File: config.mk
export PLATFORM = sky130hd
export DESIGN_NAME = ssr_receiver
export DESIGN_NICKNAME = d
export VERILOG_FILES = /design/src/ssr_pkg.sv /design/src/ssr_baud_if.sv /design/src/ssr_baud.sv /design/src/ssr_receiver.sv
export SDC_FILE = /design/constraint.sdc
export NUM_CORES = 1
export LEC_CHECK = 0
export BUFFER_PORTS_ARGS = -buffer_cell sky130_fd_sc_hd__buf_2
export CAP_MARGIN = 40
export CORE_MARGIN = 3
export CORE_UTILIZATION = 50
export CTS_BUF_LIST = sky130_fd_sc_hd__clkbuf_8
export CTS_CLUSTER_DIAMETER = 30
export DETAILED_ROUTE_END_ITERATION = 6
export PLACE_DENSITY = 0.83
export SLEW_MARGIN = 10
export SYNTH_ARGS = -nofsm -noshare
export SYNTH_HDL_FRONTEND = slang
export SYNTH_HIERARCHICAL = 1
export SYNTH_SLANG_ARGS = --single-unit
export TNS_END_PERCENT = 20
File: constraint.sdc
create_clock -name clk_i -period 3.45 [get_ports clk_i]
set_clock_uncertainty 0.05 [all_clocks]
set_input_delay 0.69 -clock clk_i [delete_from_list [all_inputs] [get_ports clk_i]]
set_output_delay 0.69 -clock clk_i [all_outputs]
set_load 0.05 [all_outputs]
File: src/ssr_pkg.sv
// Package: register map, field positions and reset values of the sync serial receiver
package ssr_pkg;

    // ------------------------------------------------------------------
    // Register byte offsets
    // ------------------------------------------------------------------
    localparam logic [7:0] SSR_OFF_STATCTL   = 8'h00;
    localparam logic [7:0] SSR_OFF_DATA      = 8'h04;
    localparam logic [7:0] SSR_OFF_BAUD_LO   = 8'h08;
    localparam logic [7:0] SSR_OFF_BAUD_HI   = 8'h0c;
    localparam logic [7:0] SSR_OFF_CONFIG    = 8'h10;
    localparam logic [7:0] SSR_OFF_STATUS    = 8'h14;

    // ------------------------------------------------------------------
    // Field positions
    // ------------------------------------------------------------------
    // receive_status_control
    localparam int SSR_BIT_SERIAL_PORT_ENABLE   = 7;
    localparam int SSR_BIT_RX9    = 6;
    localparam int SSR_BIT_SINGLE = 5;
    localparam int SSR_BIT_CONT   = 4;
    localparam int SSR_BIT_ADDRESS_DETECT_ENABLE  = 3;
    localparam int SSR_BIT_FRAME  = 2;
    localparam int SSR_BIT_OVRN   = 1;
    localparam int SSR_BIT_NINTH  = 0;
    // configuration register
    localparam int SSR_BIT_MASTER_CLOCK_SOURCE   = 0;
    localparam int SSR_BIT_RECEIVE_INTERRUPT_ENABLE   = 1;
    localparam int SSR_BIT_HIGH_SPEED_SELECT   = 2;
    localparam int SSR_BIT_WIDE_DIVISOR_SELECT  = 3;
    // status register
    localparam int SSR_BIT_FLAG   = 0;
    localparam int SSR_BIT_CNT    = 1;
    localparam int SSR_BIT_IRQ    = 3;
    localparam int SSR_BIT_BUSY   = 4;

    // ------------------------------------------------------------------
    // Sizes, counts and reset values
    // ------------------------------------------------------------------
    localparam int         SSR_FIFO_DEPTH = 2;
    localparam logic [3:0] SSR_BITS_8     = 4'h8;
    localparam logic [3:0] SSR_BITS_9     = 4'h9;
    localparam int         SSR_SYNC_LEN   = 3;
    localparam logic [7:0] SSR_RST_CTL    = 8'h00;
    localparam logic [15:0] SSR_RST_BAUD  = 16'h0000;

    typedef logic [8:0] ssr_char_t;

endpackage : ssr_pkg

File: src/ssr_baud_if.sv
// Interface: baud divisor request and bit-clock enable between receiver and divider
`timescale 1ns/1ps
interface ssr_baud_if;
    logic [15:0] divisor;
    logic        run;
    logic        tick;

    modport gen  (input divisor, input run, output tick);
    modport user (output divisor, output run, input tick);
endinterface : ssr_baud_if

File: src/ssr_baud.sv
// Baud divider: one-cycle enable pulse every divisor+1 clocks while running
`timescale 1ns/1ps
module ssr_baud (
    // Clock and reset
    input  wire logic clk_i,
    input  wire logic rst_i,
    // Divider port
    ssr_baud_if.gen   bif
);
    import ssr_pkg::*;

    typedef struct packed {
        logic [15:0] cnt;
        logic        tick;
    } ssr_baud_state_t;

    ssr_baud_state_t st_q;
    ssr_baud_state_t st_d;

    always_comb begin
        st_d      = st_q;
        st_d.tick = 1'b0;
        if (!bif.run) begin
            // Restart so the first half period is full length
            st_d.cnt = 16'h0000;
        end else if (st_q.cnt >= bif.divisor) begin
            st_d.cnt  = 16'h0000;
            st_d.tick = 1'b1;
        end else begin
            st_d.cnt = st_q.cnt + 16'h0001;
        end
    end

    always_ff @(posedge clk_i) begin
        if (rst_i) begin
            st_q <= '0;
        end else begin
            st_q <= st_d;
        end
    end

    assign bif.tick = st_q.tick;

endmodule // ssr_baud

File: src/ssr_receiver.sv
// Synchronous serial receiver with Wishbone register slave and two-character FIFO
//
// Overview of operation
// [RQ1] Master receive keeps the data pin driver off; pin is input only.
// [RQ2] Reception starts only when single or continuous receive enable is set.
// [RQ3] Single receive alone: master makes exactly one character's worth of clocks.
// [RQ4] Single receive enable clears itself when a character completes.
// [RQ5] Continuous receive: master clocks without pause until the enable clears; code also stops the clock while overrun is set.
// [RQ6] Continuous clear mid-character stops the clock at once, drops partial data.
// [RQ7] Both enables set: single clears after first character, continuous goes on.
// [RQ8] Data pin sampled on trailing clock edge, shifted into the shift register.
// [RQ9] Complete character sets receive flag and enters the two-entry FIFO.
// [RQ10] Data register shows low eight bits of the oldest unread character.
// [RQ11] Receive flag stays set while any unread character remains.
// [RQ12] Slave mode takes the clock from the clock pin, driver off.
// [RQ13] External master changes data on leading edge; one bit per clock.
// [RQ14] External master gives exactly one clock per data bit.
// [RQ15] Third full character with FIFO full sets overrun, FIFO kept intact.
// [RQ16] During overrun stored characters readable, no new characters accepted.
// [RQ17] Overrun under single receive clears on a data register read.
// [RQ18] Overrun under continuous clears when continuous or port enable clears.
// [RQ19] Ninth-bit enable shifts nine bits; ninth bit shown in a status bit.
// [RQ20] Software reads the ninth bit before the low eight bits.
// [RQ21] Software sets divisor, speed, mode, port enable, then one receive enable.
// [RQ22] Receive interrupt request is receive flag and interrupt enable together.
// [RQ23] Status/control bits 7..0: port, ninth, single, cont, addr, frame, overrun, ninth data.
// [RQ24] Reading the data register pops the oldest character from the FIFO.
`timescale 1ns/1ps
module ssr_receiver (
    // Clock and reset
    input  wire logic        clk_i,
    input  wire logic        rst_i,
    // Wishbone slave
    input  wire logic        cyc_i,
    input  wire logic        stb_i,
    input  wire logic        we_i,
    input  wire logic [7:0]  adr_i,
    input  wire logic [3:0]  sel_i,
    input  wire logic [31:0] dat_i,
    output logic      [31:0] dat_o,
    output logic             ack_o,
    // Link pins
    input  wire logic        clock_pin_i,
    output logic             clock_pin_o,
    output logic             clock_pin_oe_o,
    input  wire logic        data_pin_i,
    output logic             data_pin_o,
    output logic             data_pin_oe_o,
    // Receive interrupt request
    output logic             rx_irq_o
);
    import ssr_pkg::*;

    // ------------------------------------------------------------------
    // State
    // ------------------------------------------------------------------
    typedef struct packed {
        // Software controls and overrun flags
        logic        serial_port_enable;
        logic        ninth_bit_enable;
        logic        single_receive_enable;
        logic        continuous_receive_enable;
        logic        address_detect_enable;
        logic        overrun_error_flag;
        logic        overrun_in_cont;
        logic        master_clock_source;
        logic        receive_interrupt_enable;
        logic        high_speed_select;
        logic        wide_divisor_select;
        logic [7:0]  baud_divisor_low;
        logic [7:0]  baud_divisor_high;
        // Receive engine
        logic [8:0]  receive_shift_reg;
        logic [3:0]  bit_cnt;
        logic        clk_out;
        logic        clk_oe;
        // Pin synchronisers, [0] clock pin, [1] data pin
        logic [1:0][SSR_SYNC_LEN-1:0] sync;
        logic [1:0]  filt;
        logic        clk_prev;
        // FIFO
        logic [SSR_FIFO_DEPTH-1:0][8:0] fifo;
        logic        rd_ptr;
        logic [1:0]  count;
        // Bus answer and interrupt request
        logic        ack;
        logic [31:0] rdata;
        logic        irq;
    } ssr_state_t;

    ssr_state_t st_q;
    ssr_state_t st_d;

    ssr_baud_if baud_bus ();

    ssr_baud u_baud (
        .clk_i (clk_i),
        .rst_i (rst_i),
        .bif   (baud_bus)
    );

    // ------------------------------------------------------------------
    // Helpers
    // ------------------------------------------------------------------
    function automatic logic hit(input logic [7:0] adr, input logic [7:0] off);
        hit = (adr[7:2] == off[7:2]);
    endfunction

    function automatic logic [7:0] statctl(input ssr_state_t s);
        logic [7:0] v;
        v                 = 8'h00;
        v[SSR_BIT_SERIAL_PORT_ENABLE]   = s.serial_port_enable;
        v[SSR_BIT_RX9]    = s.ninth_bit_enable;
        v[SSR_BIT_SINGLE] = s.single_receive_enable;
        v[SSR_BIT_CONT]   = s.continuous_receive_enable;
        v[SSR_BIT_ADDRESS_DETECT_ENABLE]  = s.address_detect_enable;
        v[SSR_BIT_FRAME]  = 1'b0;
        v[SSR_BIT_OVRN]   = s.overrun_error_flag;
        v[SSR_BIT_NINTH]  = s.fifo[s.rd_ptr][8];
        return v;
    endfunction

    logic       bus_req;
    logic       wr_en;
    logic       rd_en;
    logic       pop;
    logic       push;
    logic       running;
    logic       sample;
    logic       cont_cleared;
    logic [3:0] nbits;
    logic [8:0] shifted;
    logic [8:0] new_char;
    logic [7:0] wbyte;

    // ------------------------------------------------------------------
    // Next state
    // ------------------------------------------------------------------
    always_comb begin
        st_d         = st_q;
        st_d.ack     = 1'b0;
        bus_req      = cyc_i && stb_i && !st_q.ack;
        wr_en        = bus_req && we_i && sel_i[0];
        rd_en        = bus_req && !we_i;
        wbyte        = dat_i[7:0];
        pop          = 1'b0;
        push         = 1'b0;
        sample       = 1'b0;
        cont_cleared = 1'b0;
        new_char     = 9'h000;
        shifted      = 9'h000;
        nbits        = st_q.ninth_bit_enable ? SSR_BITS_9 : SSR_BITS_8; // [RQ19]

        // Three-stage pin sync; a level counts once stages two and three agree
        for (int i = 0; i < 2; i++) begin
            st_d.sync[i] = {st_q.sync[i][SSR_SYNC_LEN-2:0], (i == 0) ? clock_pin_i : data_pin_i};
            if (st_q.sync[i][1] == st_q.sync[i][2]) begin
                st_d.filt[i] = st_q.sync[i][2];
            end
        end
        st_d.clk_prev = st_q.filt[0];

        // Bus answer, one cycle after the request
        if (bus_req) begin
            st_d.ack   = 1'b1;
            st_d.rdata = 32'h0000_0000;
            if (hit(adr_i, SSR_OFF_STATCTL)) begin
                st_d.rdata[7:0] = statctl(st_q); // [RQ23]
            end else if (hit(adr_i, SSR_OFF_DATA)) begin
                st_d.rdata[7:0] = st_q.fifo[st_q.rd_ptr][7:0]; // [RQ10]
                pop = rd_en && (st_q.count != 2'h0); // [RQ24]
            end else if (hit(adr_i, SSR_OFF_BAUD_LO)) begin
                st_d.rdata[7:0] = st_q.baud_divisor_low;
            end else if (hit(adr_i, SSR_OFF_BAUD_HI)) begin
                st_d.rdata[7:0] = st_q.baud_divisor_high;
            end else if (hit(adr_i, SSR_OFF_CONFIG)) begin
                st_d.rdata[SSR_BIT_MASTER_CLOCK_SOURCE]  = st_q.master_clock_source;
                st_d.rdata[SSR_BIT_RECEIVE_INTERRUPT_ENABLE]  = st_q.receive_interrupt_enable;
                st_d.rdata[SSR_BIT_HIGH_SPEED_SELECT]  = st_q.high_speed_select;
                st_d.rdata[SSR_BIT_WIDE_DIVISOR_SELECT] = st_q.wide_divisor_select;
            end else if (hit(adr_i, SSR_OFF_STATUS)) begin
                st_d.rdata[SSR_BIT_FLAG]             = (st_q.count != 2'h0);
                st_d.rdata[SSR_BIT_CNT+1:SSR_BIT_CNT] = st_q.count;
                st_d.rdata[SSR_BIT_IRQ]              = st_q.irq;
                st_d.rdata[SSR_BIT_BUSY]             = (st_q.bit_cnt != 4'h0);
            end
        end

        // Register writes
        if (wr_en) begin
            if (hit(adr_i, SSR_OFF_STATCTL)) begin
                st_d.serial_port_enable        = wbyte[SSR_BIT_SERIAL_PORT_ENABLE];
                st_d.ninth_bit_enable          = wbyte[SSR_BIT_RX9];
                st_d.single_receive_enable     = wbyte[SSR_BIT_SINGLE];
                st_d.continuous_receive_enable = wbyte[SSR_BIT_CONT];
                st_d.address_detect_enable     = wbyte[SSR_BIT_ADDRESS_DETECT_ENABLE];
                cont_cleared = st_q.continuous_receive_enable && !wbyte[SSR_BIT_CONT];
            end else if (hit(adr_i, SSR_OFF_BAUD_LO)) begin
                st_d.baud_divisor_low = wbyte;
            end else if (hit(adr_i, SSR_OFF_BAUD_HI)) begin
                st_d.baud_divisor_high = wbyte;
            end else if (hit(adr_i, SSR_OFF_CONFIG)) begin
                st_d.master_clock_source      = wbyte[SSR_BIT_MASTER_CLOCK_SOURCE];
                st_d.receive_interrupt_enable = wbyte[SSR_BIT_RECEIVE_INTERRUPT_ENABLE];
                st_d.high_speed_select        = wbyte[SSR_BIT_HIGH_SPEED_SELECT];
                st_d.wide_divisor_select      = wbyte[SSR_BIT_WIDE_DIVISOR_SELECT];
            end
        end

        // Overrun clearing, applied before new events so a set wins
        if (st_q.overrun_error_flag) begin
            if (pop && !st_q.overrun_in_cont) begin
                st_d.overrun_error_flag = 1'b0; // [RQ17]
            end
            if (cont_cleared && st_q.overrun_in_cont) begin
                st_d.overrun_error_flag = 1'b0; // [RQ18]
            end
        end

        // FIFO pop
        if (pop) begin
            st_d.rd_ptr = !st_q.rd_ptr;
            st_d.count  = st_q.count - 2'h1;
        end

        // Receive engine runs on the new control values
        running = st_d.serial_port_enable && !st_q.overrun_error_flag
                  && (st_d.single_receive_enable || st_d.continuous_receive_enable); // [RQ2] [RQ16]

        if (!running) begin
            // Stop at once and drop any partial character
            st_d.clk_out  = 1'b0; // [RQ6]
            st_d.bit_cnt  = 4'h0;
        end else if (st_d.master_clock_source) begin
            if (baud_bus.tick) begin
                st_d.clk_out = !st_q.clk_out; // [RQ5]
                sample       = st_q.clk_out; // [RQ8]
            end
        end else begin
            sample = st_q.clk_prev && !st_q.filt[0]; // [RQ12]
        end

        if (sample) begin
            shifted                = {st_q.filt[1], st_q.receive_shift_reg[8:1]}; // [RQ8]
            st_d.receive_shift_reg = shifted;
            st_d.bit_cnt           = st_q.bit_cnt + 4'h1;
            if (st_q.bit_cnt + 4'h1 == nbits) begin
                st_d.bit_cnt = 4'h0;
                new_char     = st_d.ninth_bit_enable ? shifted : {1'b0, shifted[8:1]};
                // One character done: single enable drops, continuous takes over
                st_d.single_receive_enable = 1'b0; // [RQ3] [RQ4] [RQ7]
                if (st_d.count == 2'(SSR_FIFO_DEPTH)) begin
                    st_d.overrun_error_flag = 1'b1; // [RQ15]
                    st_d.overrun_in_cont    = st_d.continuous_receive_enable;
                end else begin
                    push = 1'b1; // [RQ9]
                end
            end
        end

        if (push) begin
            st_d.fifo[st_d.rd_ptr ^ st_d.count[0]] = new_char;
            st_d.count = st_d.count + 2'h1; // [RQ11]
        end

        // Clearing the port enable resets the receive path
        if (!st_d.serial_port_enable) begin
            st_d.overrun_error_flag = 1'b0; // [RQ18]
            st_d.count              = 2'h0;
            st_d.rd_ptr             = 1'b0;
            st_d.bit_cnt            = 4'h0;
            st_d.clk_out            = 1'b0;
        end

        // Clock pin driven only as master; data pin never driven here
        st_d.clk_oe = st_d.serial_port_enable && st_d.master_clock_source; // [RQ12]
        st_d.irq    = (st_d.count != 2'h0) && st_d.receive_interrupt_enable; // [RQ22]
    end

    always_ff @(posedge clk_i) begin
        if (rst_i) begin
            st_q <= '0;
        end else begin
            st_q <= st_d;
        end
    end

    // ------------------------------------------------------------------
    // Divider request
    // ------------------------------------------------------------------
    // Narrow divisor mode ignores the high byte
    assign baud_bus.divisor = st_q.wide_divisor_select
                            ? {st_q.baud_divisor_high, st_q.baud_divisor_low}
                            : {8'h00, st_q.baud_divisor_low};
    assign baud_bus.run     = st_q.serial_port_enable && st_q.master_clock_source
                            && !st_q.overrun_error_flag
                            && (st_q.single_receive_enable || st_q.continuous_receive_enable);

    // ------------------------------------------------------------------
    // Outputs
    // ------------------------------------------------------------------
    assign dat_o          = st_q.rdata;
    assign ack_o          = st_q.ack;
    assign clock_pin_o    = st_q.clk_out;
    assign clock_pin_oe_o = st_q.clk_oe;
    assign data_pin_o     = st_q.address_detect_enable & 1'b0;
    assign data_pin_oe_o  = st_q.high_speed_select & 1'b0; // [RQ1]
    assign rx_irq_o       = st_q.irq;

endmodule // ssr_receiver

==> impl_results.md, run 1 <==
- CTS Root Cell: clkbuf_8
- Post-layout util: 0.551
- TritonCTS Buffers: 9
- Reg clk slew, reported paths: about 0.1 ns
- Mean Syn Cell Area: 8.85 sq um
- Hold Path Class: flop to flop
- Ant. Diodes: 0
- R2r worst-path depth: 9
- Final setup vio count: 0
- CP peak stage delay: 0.56 ns
- DR DRC count: 0
- # rows: 38
- Post CTS Setup Buffer Count: 0
- Commonest non-fill, non-tap cell in the layout: dfxtp_1
- Hold Violations, Final: 0
- Synth Flop Type: dfxtp_1
- Core area: between 0.01 and 0.015 sq mm
- #FFs+latches synth: 98
- Outcome: completed
- I/O Buffers: 33
- EDFF count, synth: 0
- Yosys cell types: 69
- # resized after CTS: 0
- Post-Place Cell Area: 0.00584 sq mm
- RR Startpoint: st_q[34]$_SDFF_PP0_
- DR pass1 iterations: 5
- Crit path max-delay family: simple AND/OR/NAND/NOR gates
- Crit path top cell by count: ha_1
- GP Congestion: 0.943
- Layout overhead on the synthesized area: 6.84%
- Worst R2R Setup Slack: between 0.3 and 0.4 ns
- Fin crit share: 0.887
- Worst relative slew slack: 0.393
- Starting Density: 0.516
- Warnings from Yosys: 6
- Die ar.: ~0.013 sq mm
- Layout cells sized above 1: 0.160
- I/O Pins: 89
- Die height: 112 microns
- Commonest cells after routing, fill and taps aside: 98 x dfxtp_1, 71 x nand2_1, 64 x mux2i_1
- Total number of vias: between 4,000 and 5,000
- Post-Synth Simple-Gate Area: 0.210
- Clock sink count: just under 100
- Die Width: 112 microns
- Setup TNS: 0 ns
- Wirelength per Cell: 16.2 microns
- Largest net degree at the start of global routing: 42
- Multiplexer share of the synthesized area: 0.148
- Total wire length: 13.1 mm
- Number of global-route vias before repair: 4,310
- CTS Buffer Depth: 2
- Crit end category: flop
- Main combinational cell family by area after synthesis: simple AND/OR/NAND/NOR gates
- RSZ-0062 raised after global routing: no
- GRT Util Overall: 0.211
- Skew-Pair Late Insertion Delay: 0.38 ns
- First-pass GRT wire length: 21.7 mm
- Compound-Gate Fraction of Synth Area: 0.131
- Htree depth: 3
- Antenna Nets Post-Route: 0
- Critical path origin: st_q[34]$_SDFF_PP0_
- WP buf/inv: 1
- VDD IR max: 0.000147 V
- Post-Synthesis Cell Area: 0.00564 sq mm
- Post-Synth Adder-Cell Area: 0.0466
- Hold-fix buffers, CTS: 0
- Initial antenna violation count: 0
- Synth Instances: 637
- Worst setup path endpoint: st_q[53]$_SDFFE_PP0P_
- Post-synthesis sequential area ratio: 0.348
- Async set-reset flop share out of synthesis: 0
- Critical-path top delay cell: a2111o_1
- Stages on the worst setup path: 9
- Crit-path cells: inv_1 > ha_1 > nor2_1 > nand4_1 > xnor2_1 > ha_1 > nand3b_1 > a2111o_1 > mux2i_1
- Worst path required time: 3.65 ns
- Gr ovfl total: 0
- Final-report max-slew violation count: 0
- CTS tree: done
- Final #Nets: 737
- Vias/cell: around 5.7
- CP Data Arrival Time: 3.26 ns
- R2R Path End: st_q[53]$_SDFFE_PP0P_
- Iter 0 DRT Violations: between 400 and 500
- Final Instance Area: 0.00602 sq mm
- Detailed Place HPWL: between 9 and 10 mm
- Cell area power density: ~340 mW/mm^2
- Synth Area in XOR/XNOR: 0.0326
- Crit Path Max Fanout: 8
- Peak Freq: 327 MHz
- Worst setup SP type: flop
- MaxCap Viol Count: 0
- Tmin final: 3.06 ns
- Crit Path Class: flop to flop
- P_leak: between 2 and 2.5 nW
- Slew @ Worst Pin: 0.906 ns
## cell families after synthesis
group | after synthesis
other | 1
and+or+nand+nor | 232
AOI/OAI and AO/OA | 100
muxes | 78
DFF | 98
buffers and inverters | 86
adders and majority gates | 21
xor gates and xnor gates | 21
## sequential cells by signal (all words and copies together) (netlist names)
signal,cells
u_baud/st_q,16
dat_o,8
u_baud/bif.tick,1
ack_o,1
clock_pin_o,1
st_q,64
clock_pin_oe_o,1
rx_irq_o,1
st_d,5
## how the worst min path moves through the flow
stage | from | to | slack (ns) | cells after the start
4_1_cts | st_d[62]$_SDFF_PP0_ | st_d[63]$_SDFF_PP0_ | 0.41 | 1
3_3_place_gp | st_d[62]$_SDFF_PP0_ | st_d[63]$_SDFF_PP0_ | 0.38 | 1
5_1_grt | st_d[62]$_SDFF_PP0_ | st_d[63]$_SDFF_PP0_ | 0.42 | 1
6_report | st_d[62]$_SDFF_PP0_ | st_d[63]$_SDFF_PP0_ | 0.41 | 1
3_5_place_dp | st_d[59]$_SDFF_PP0_ | st_d[60]$_SDFF_PP0_ | 0.40 | 1
2_1_floorplan | st_d[59]$_SDFF_PP0_ | st_d[60]$_SDFF_PP0_ | 0.36 | 1
## where the power goes
group          internal (W)  switching [W]
sequential          0.00114     0.00000389
clock              0.000290       0.000423
combinational     0.0000330       0.000138
## final cells by class
| cell class | count | area, sq um |
|---|---|---|
| fillers | 963 | 4910 |
| clock buffers | 10 | 138 |
| well taps | 140 | 175 |
| clock inverters | 6 | 47.5 |
| flip-flops and latches | 98 | 1960 |
| multi-input cells | 478 | 3310 |
| repair buffers | 49 | 285 |
| inverters | 29 | 109 |
## synth_stat cells, types with 4 or more instances
cell type | number | area share
a211oi_1 | 5 | 0.0067
a21oi_1 | 34 | 0.030
and2_1 | 13 | 0.014
buf_4 | 35 | 0.047
clkbuf_1 | 18 | 0.012
dfxtp_1 | 98 | 0.35
ha_1 | 21 | 0.047
inv_1 | 28 | 0.019
mux2_2 | 9 | 0.018
mux2i_1 | 64 | 0.11
nand2_1 | 71 | 0.047
nand2b_1 | 19 | 0.021
nand3_1 | 18 | 0.016
nand3b_1 | 4 | 0.0053
nand4_1 | 7 | 0.0078
nor2_1 | 51 | 0.034
nor2_2 | 9 | 0.010
nor2b_1 | 11 | 0.012
nor3_1 | 8 | 0.0071
o2111ai_1 | 4 | 0.0062
o21ai_0 | 23 | 0.020
xnor2_1 | 9 | 0.014
xor2_1 | 12 | 0.019
## metrics by stage
step / std cells / total power [W] / hold WS [ns] / worst slack [ns]
after floorplan: 662 / 0.00132 / 0.364 / 0.292
after global placement: 794 / 0.00133 / 0.378 / 0.253
after detailed placement: 794 / 0.00134 / 0.396 / 0.181
after CTS: 810 / 0.00204 / 0.411 / 0.459
after global routing: 810 / 0.00210 / 0.425 / 0.226
final: 810 / 0.00203 / 0.409 / 0.391
## metal layers
metal,track usage,wire length [microns]
met1,0.287,5950
met2,0.335,6030
met3,0.0442,921
met4,0.0705,244
met5,0,0
## worst register-to-register path, stage by stage, from the launching register on
cell	delay, ns
dfxtp_1	0.48
inv_1	0.11
ha_1	0.24
nor2_1	0.10
nand4_1	0.33
xnor2_1	0.29
ha_1	0.30
nand3b_1	0.27
a2111o_1	0.56
mux2i_1	0.20
Note: power is estimated with default switching activity, not from simulation.
==> run 2, diff against run 1 <==
- clock period: 3.45 -> 3.9 ns (I/O delays scaled with it)
==> impl_results.md, run 2 (synthesized netlist as in run 1, its figures left out) <==
- Crit end category: flop
- TritonCTS Buffers: 9
- Tmin final: 3.09 ns
- Final Instance Area: approximately 0.0060 sq mm
- Layout cells sized above 1: 0.152
- Core area: 0.0109 sq mm
- Crit Path Class: flop to flop
- Hold Path Class: flop to flop
- Commonest cells after routing, fill and taps aside: 98 x dfxtp_1, 71 x nand2_1, 64 x mux2i_1
- Die Width: 112 microns
- Post CTS Setup Buffer Count: 0
- Hold-fix buffers, CTS: 0
- Sw power: 0.000507 W
- RSZ-0062 raised after global routing: no
- Largest register FFs: 64
- CP Data Arrival Time: between 3 and 4 ns
- Wirelength per Cell: around 16 microns
- Total wire length: about 13 mm
- I/O Buffers: 33
- Clock power frac: 0.351
- VDD IR max: 0.000155 V
- Ant. Diodes: 0
- MaxCap Viol Count: 0
- Sequential share of power: 0.565
- Gr ovfl total: 0
- CTS tree: done
- Die height: 112 microns
- Worst relative slew slack: 0.401
- Fin crit share: 0.793
- Setup TNS: 0 ns
- Slew @ Worst Pin: 0.899 ns
- Switching portion of total power: 0.284
- Worst setup margin: 0.807 ns
- Internal power: approximately 0.0013 W
- Post-Place Cell Area: 0.00580 sq mm
- Worst path required time: 4.10 ns
- I/O Pins: 89
- Number of global-route vias before repair: around 4,300
- Initial antenna violation count: 0
- Cell area power density: 299 mW/mm^2
- Commonest non-fill, non-tap cell in the layout: dfxtp_1
- P_leak: 2.22 nW
- Clock sink count: 98
- CTS Buffer Depth: 2
- Layout overhead on the synthesized area: 6.17%
- Starting Density: 0.516
- Place WS: approximately 0.52 ns
- Peak Freq: 323 MHz
- Die ar.: approximately 0.013 sq mm
- Outcome: completed
- Final-report max-slew violation count: 0
- # resized after CTS: 0
- Hold Violations, Final: 0
- First-pass GRT wire length: 21.3 mm
- Comb power frac: 0.084
- Largest net degree at the start of global routing: 42
- DR pass1 iterations: 6
- Worst R2R Setup Slack: between 0.8 and 0.9 ns
- Worst setup SP type: flop
- Reg clk slew, reported paths: between 0.1 and 0.15 ns
- Crit Path Max Fanout: 8
- GP Congestion: 0.917
- Total number of vias: 4,574
- Detailed Place HPWL: 9.65 mm
- Final setup vio count: 0
- CTS Root Cell: clkbuf_8
- DR DRC count: 0
- Skew-Pair Late Insertion Delay: 0.38 ns
- Iter 0 DRT Violations: 428
- Htree depth: 3
- Reg with most FFs: st_q
- Antenna Nets Post-Route: 0
- GRT Util Overall: 0.207
- Post-layout util: 0.547
- Final #Nets: 732
- # rows: 38
- Vias/cell: around 5.7
==> run 2: cell types whose count changed in the layout (fill, tap and decap cells not counted), sizes merged <==
cell,change
buf,-5
inv,+2
clkbuf,-1
clkinvlp,-1
==> run 2: final cells by class <==
class | instances | area [sq um]
clock inverters | 7 | 61.3
flip-flops and latches | 98 | 1960
fillers | 947 | 4950
clock buffers | 9 | 124
well taps | 140 | 175
multi-input cells | 478 | 3310
inverters | 29 | 109
repair buffers | 44 | 248
==> run 2: worst paths after layout <==
| kind | from | end | cells after the start |
|---|---|---|---|
| min | st_d[59]$_SDFF_PP0_ | st_d[60]$_SDFF_PP0_ | 1 |
| max reg2reg | st_q[34]$_SDFF_PP0_ | st_q[49]$_SDFFE_PP0P_ | 9 |
| max | st_q[34]$_SDFF_PP0_ | st_q[49]$_SDFFE_PP0P_ | 9 |
| min reg2reg | st_d[59]$_SDFF_PP0_ | st_d[60]$_SDFF_PP0_ | 1 |
==> run 2: layer usage <==
metal | track usage | share of wire | up-vias
met4 | 0.0585 | 0.017 | 0
met2 | 0.331 | 0.46 | 204
met5 | 0 | 0 | -
met1 | 0.279 | 0.43 | 2157
met3 | 0.0485 | 0.095 | 22
li1 | - | - | 2191
==> run 2: power by group through the flow <==
| stage | sequential (W) | clock (W) | combinational (W) |
|---|---|---|---|
| 6_report | 0.00101 | 0.000628 | 0.000150 |
| 5_1_grt | 0.00101 | 0.000682 | 0.000158 |
| 4_1_cts | 0.00101 | 0.000640 | 0.000148 |
| 3_5_place_dp | 0.00103 | 0 | 0.000148 |
| 3_3_place_gp | 0.00103 | 0 | 0.000145 |
| 2_1_floorplan | 0.00103 | 0 | 0.000135 |
==> run 2: per-stage QoR <==
step	hold WS, ns	power, W	cells
floorplan	0.364	0.00117	662
global placement	0.373	0.00118	788
detailed placement	0.377	0.00118	789
CTS	0.407	0.00180	805
global route	0.427	0.00185	805
finish	0.401	0.00179	805
==> run 2: critical path, stage by stage, from the launching register on <==
cell      delay [ns]
dfxtp_1         0.48
inv_1           0.12
ha_1            0.24
nor2_1          0.12
nand4_1         0.36
xnor2_1         0.30
ha_1            0.29
nand3b_1        0.25
a2111o_1        0.55
mux2i_1         0.19
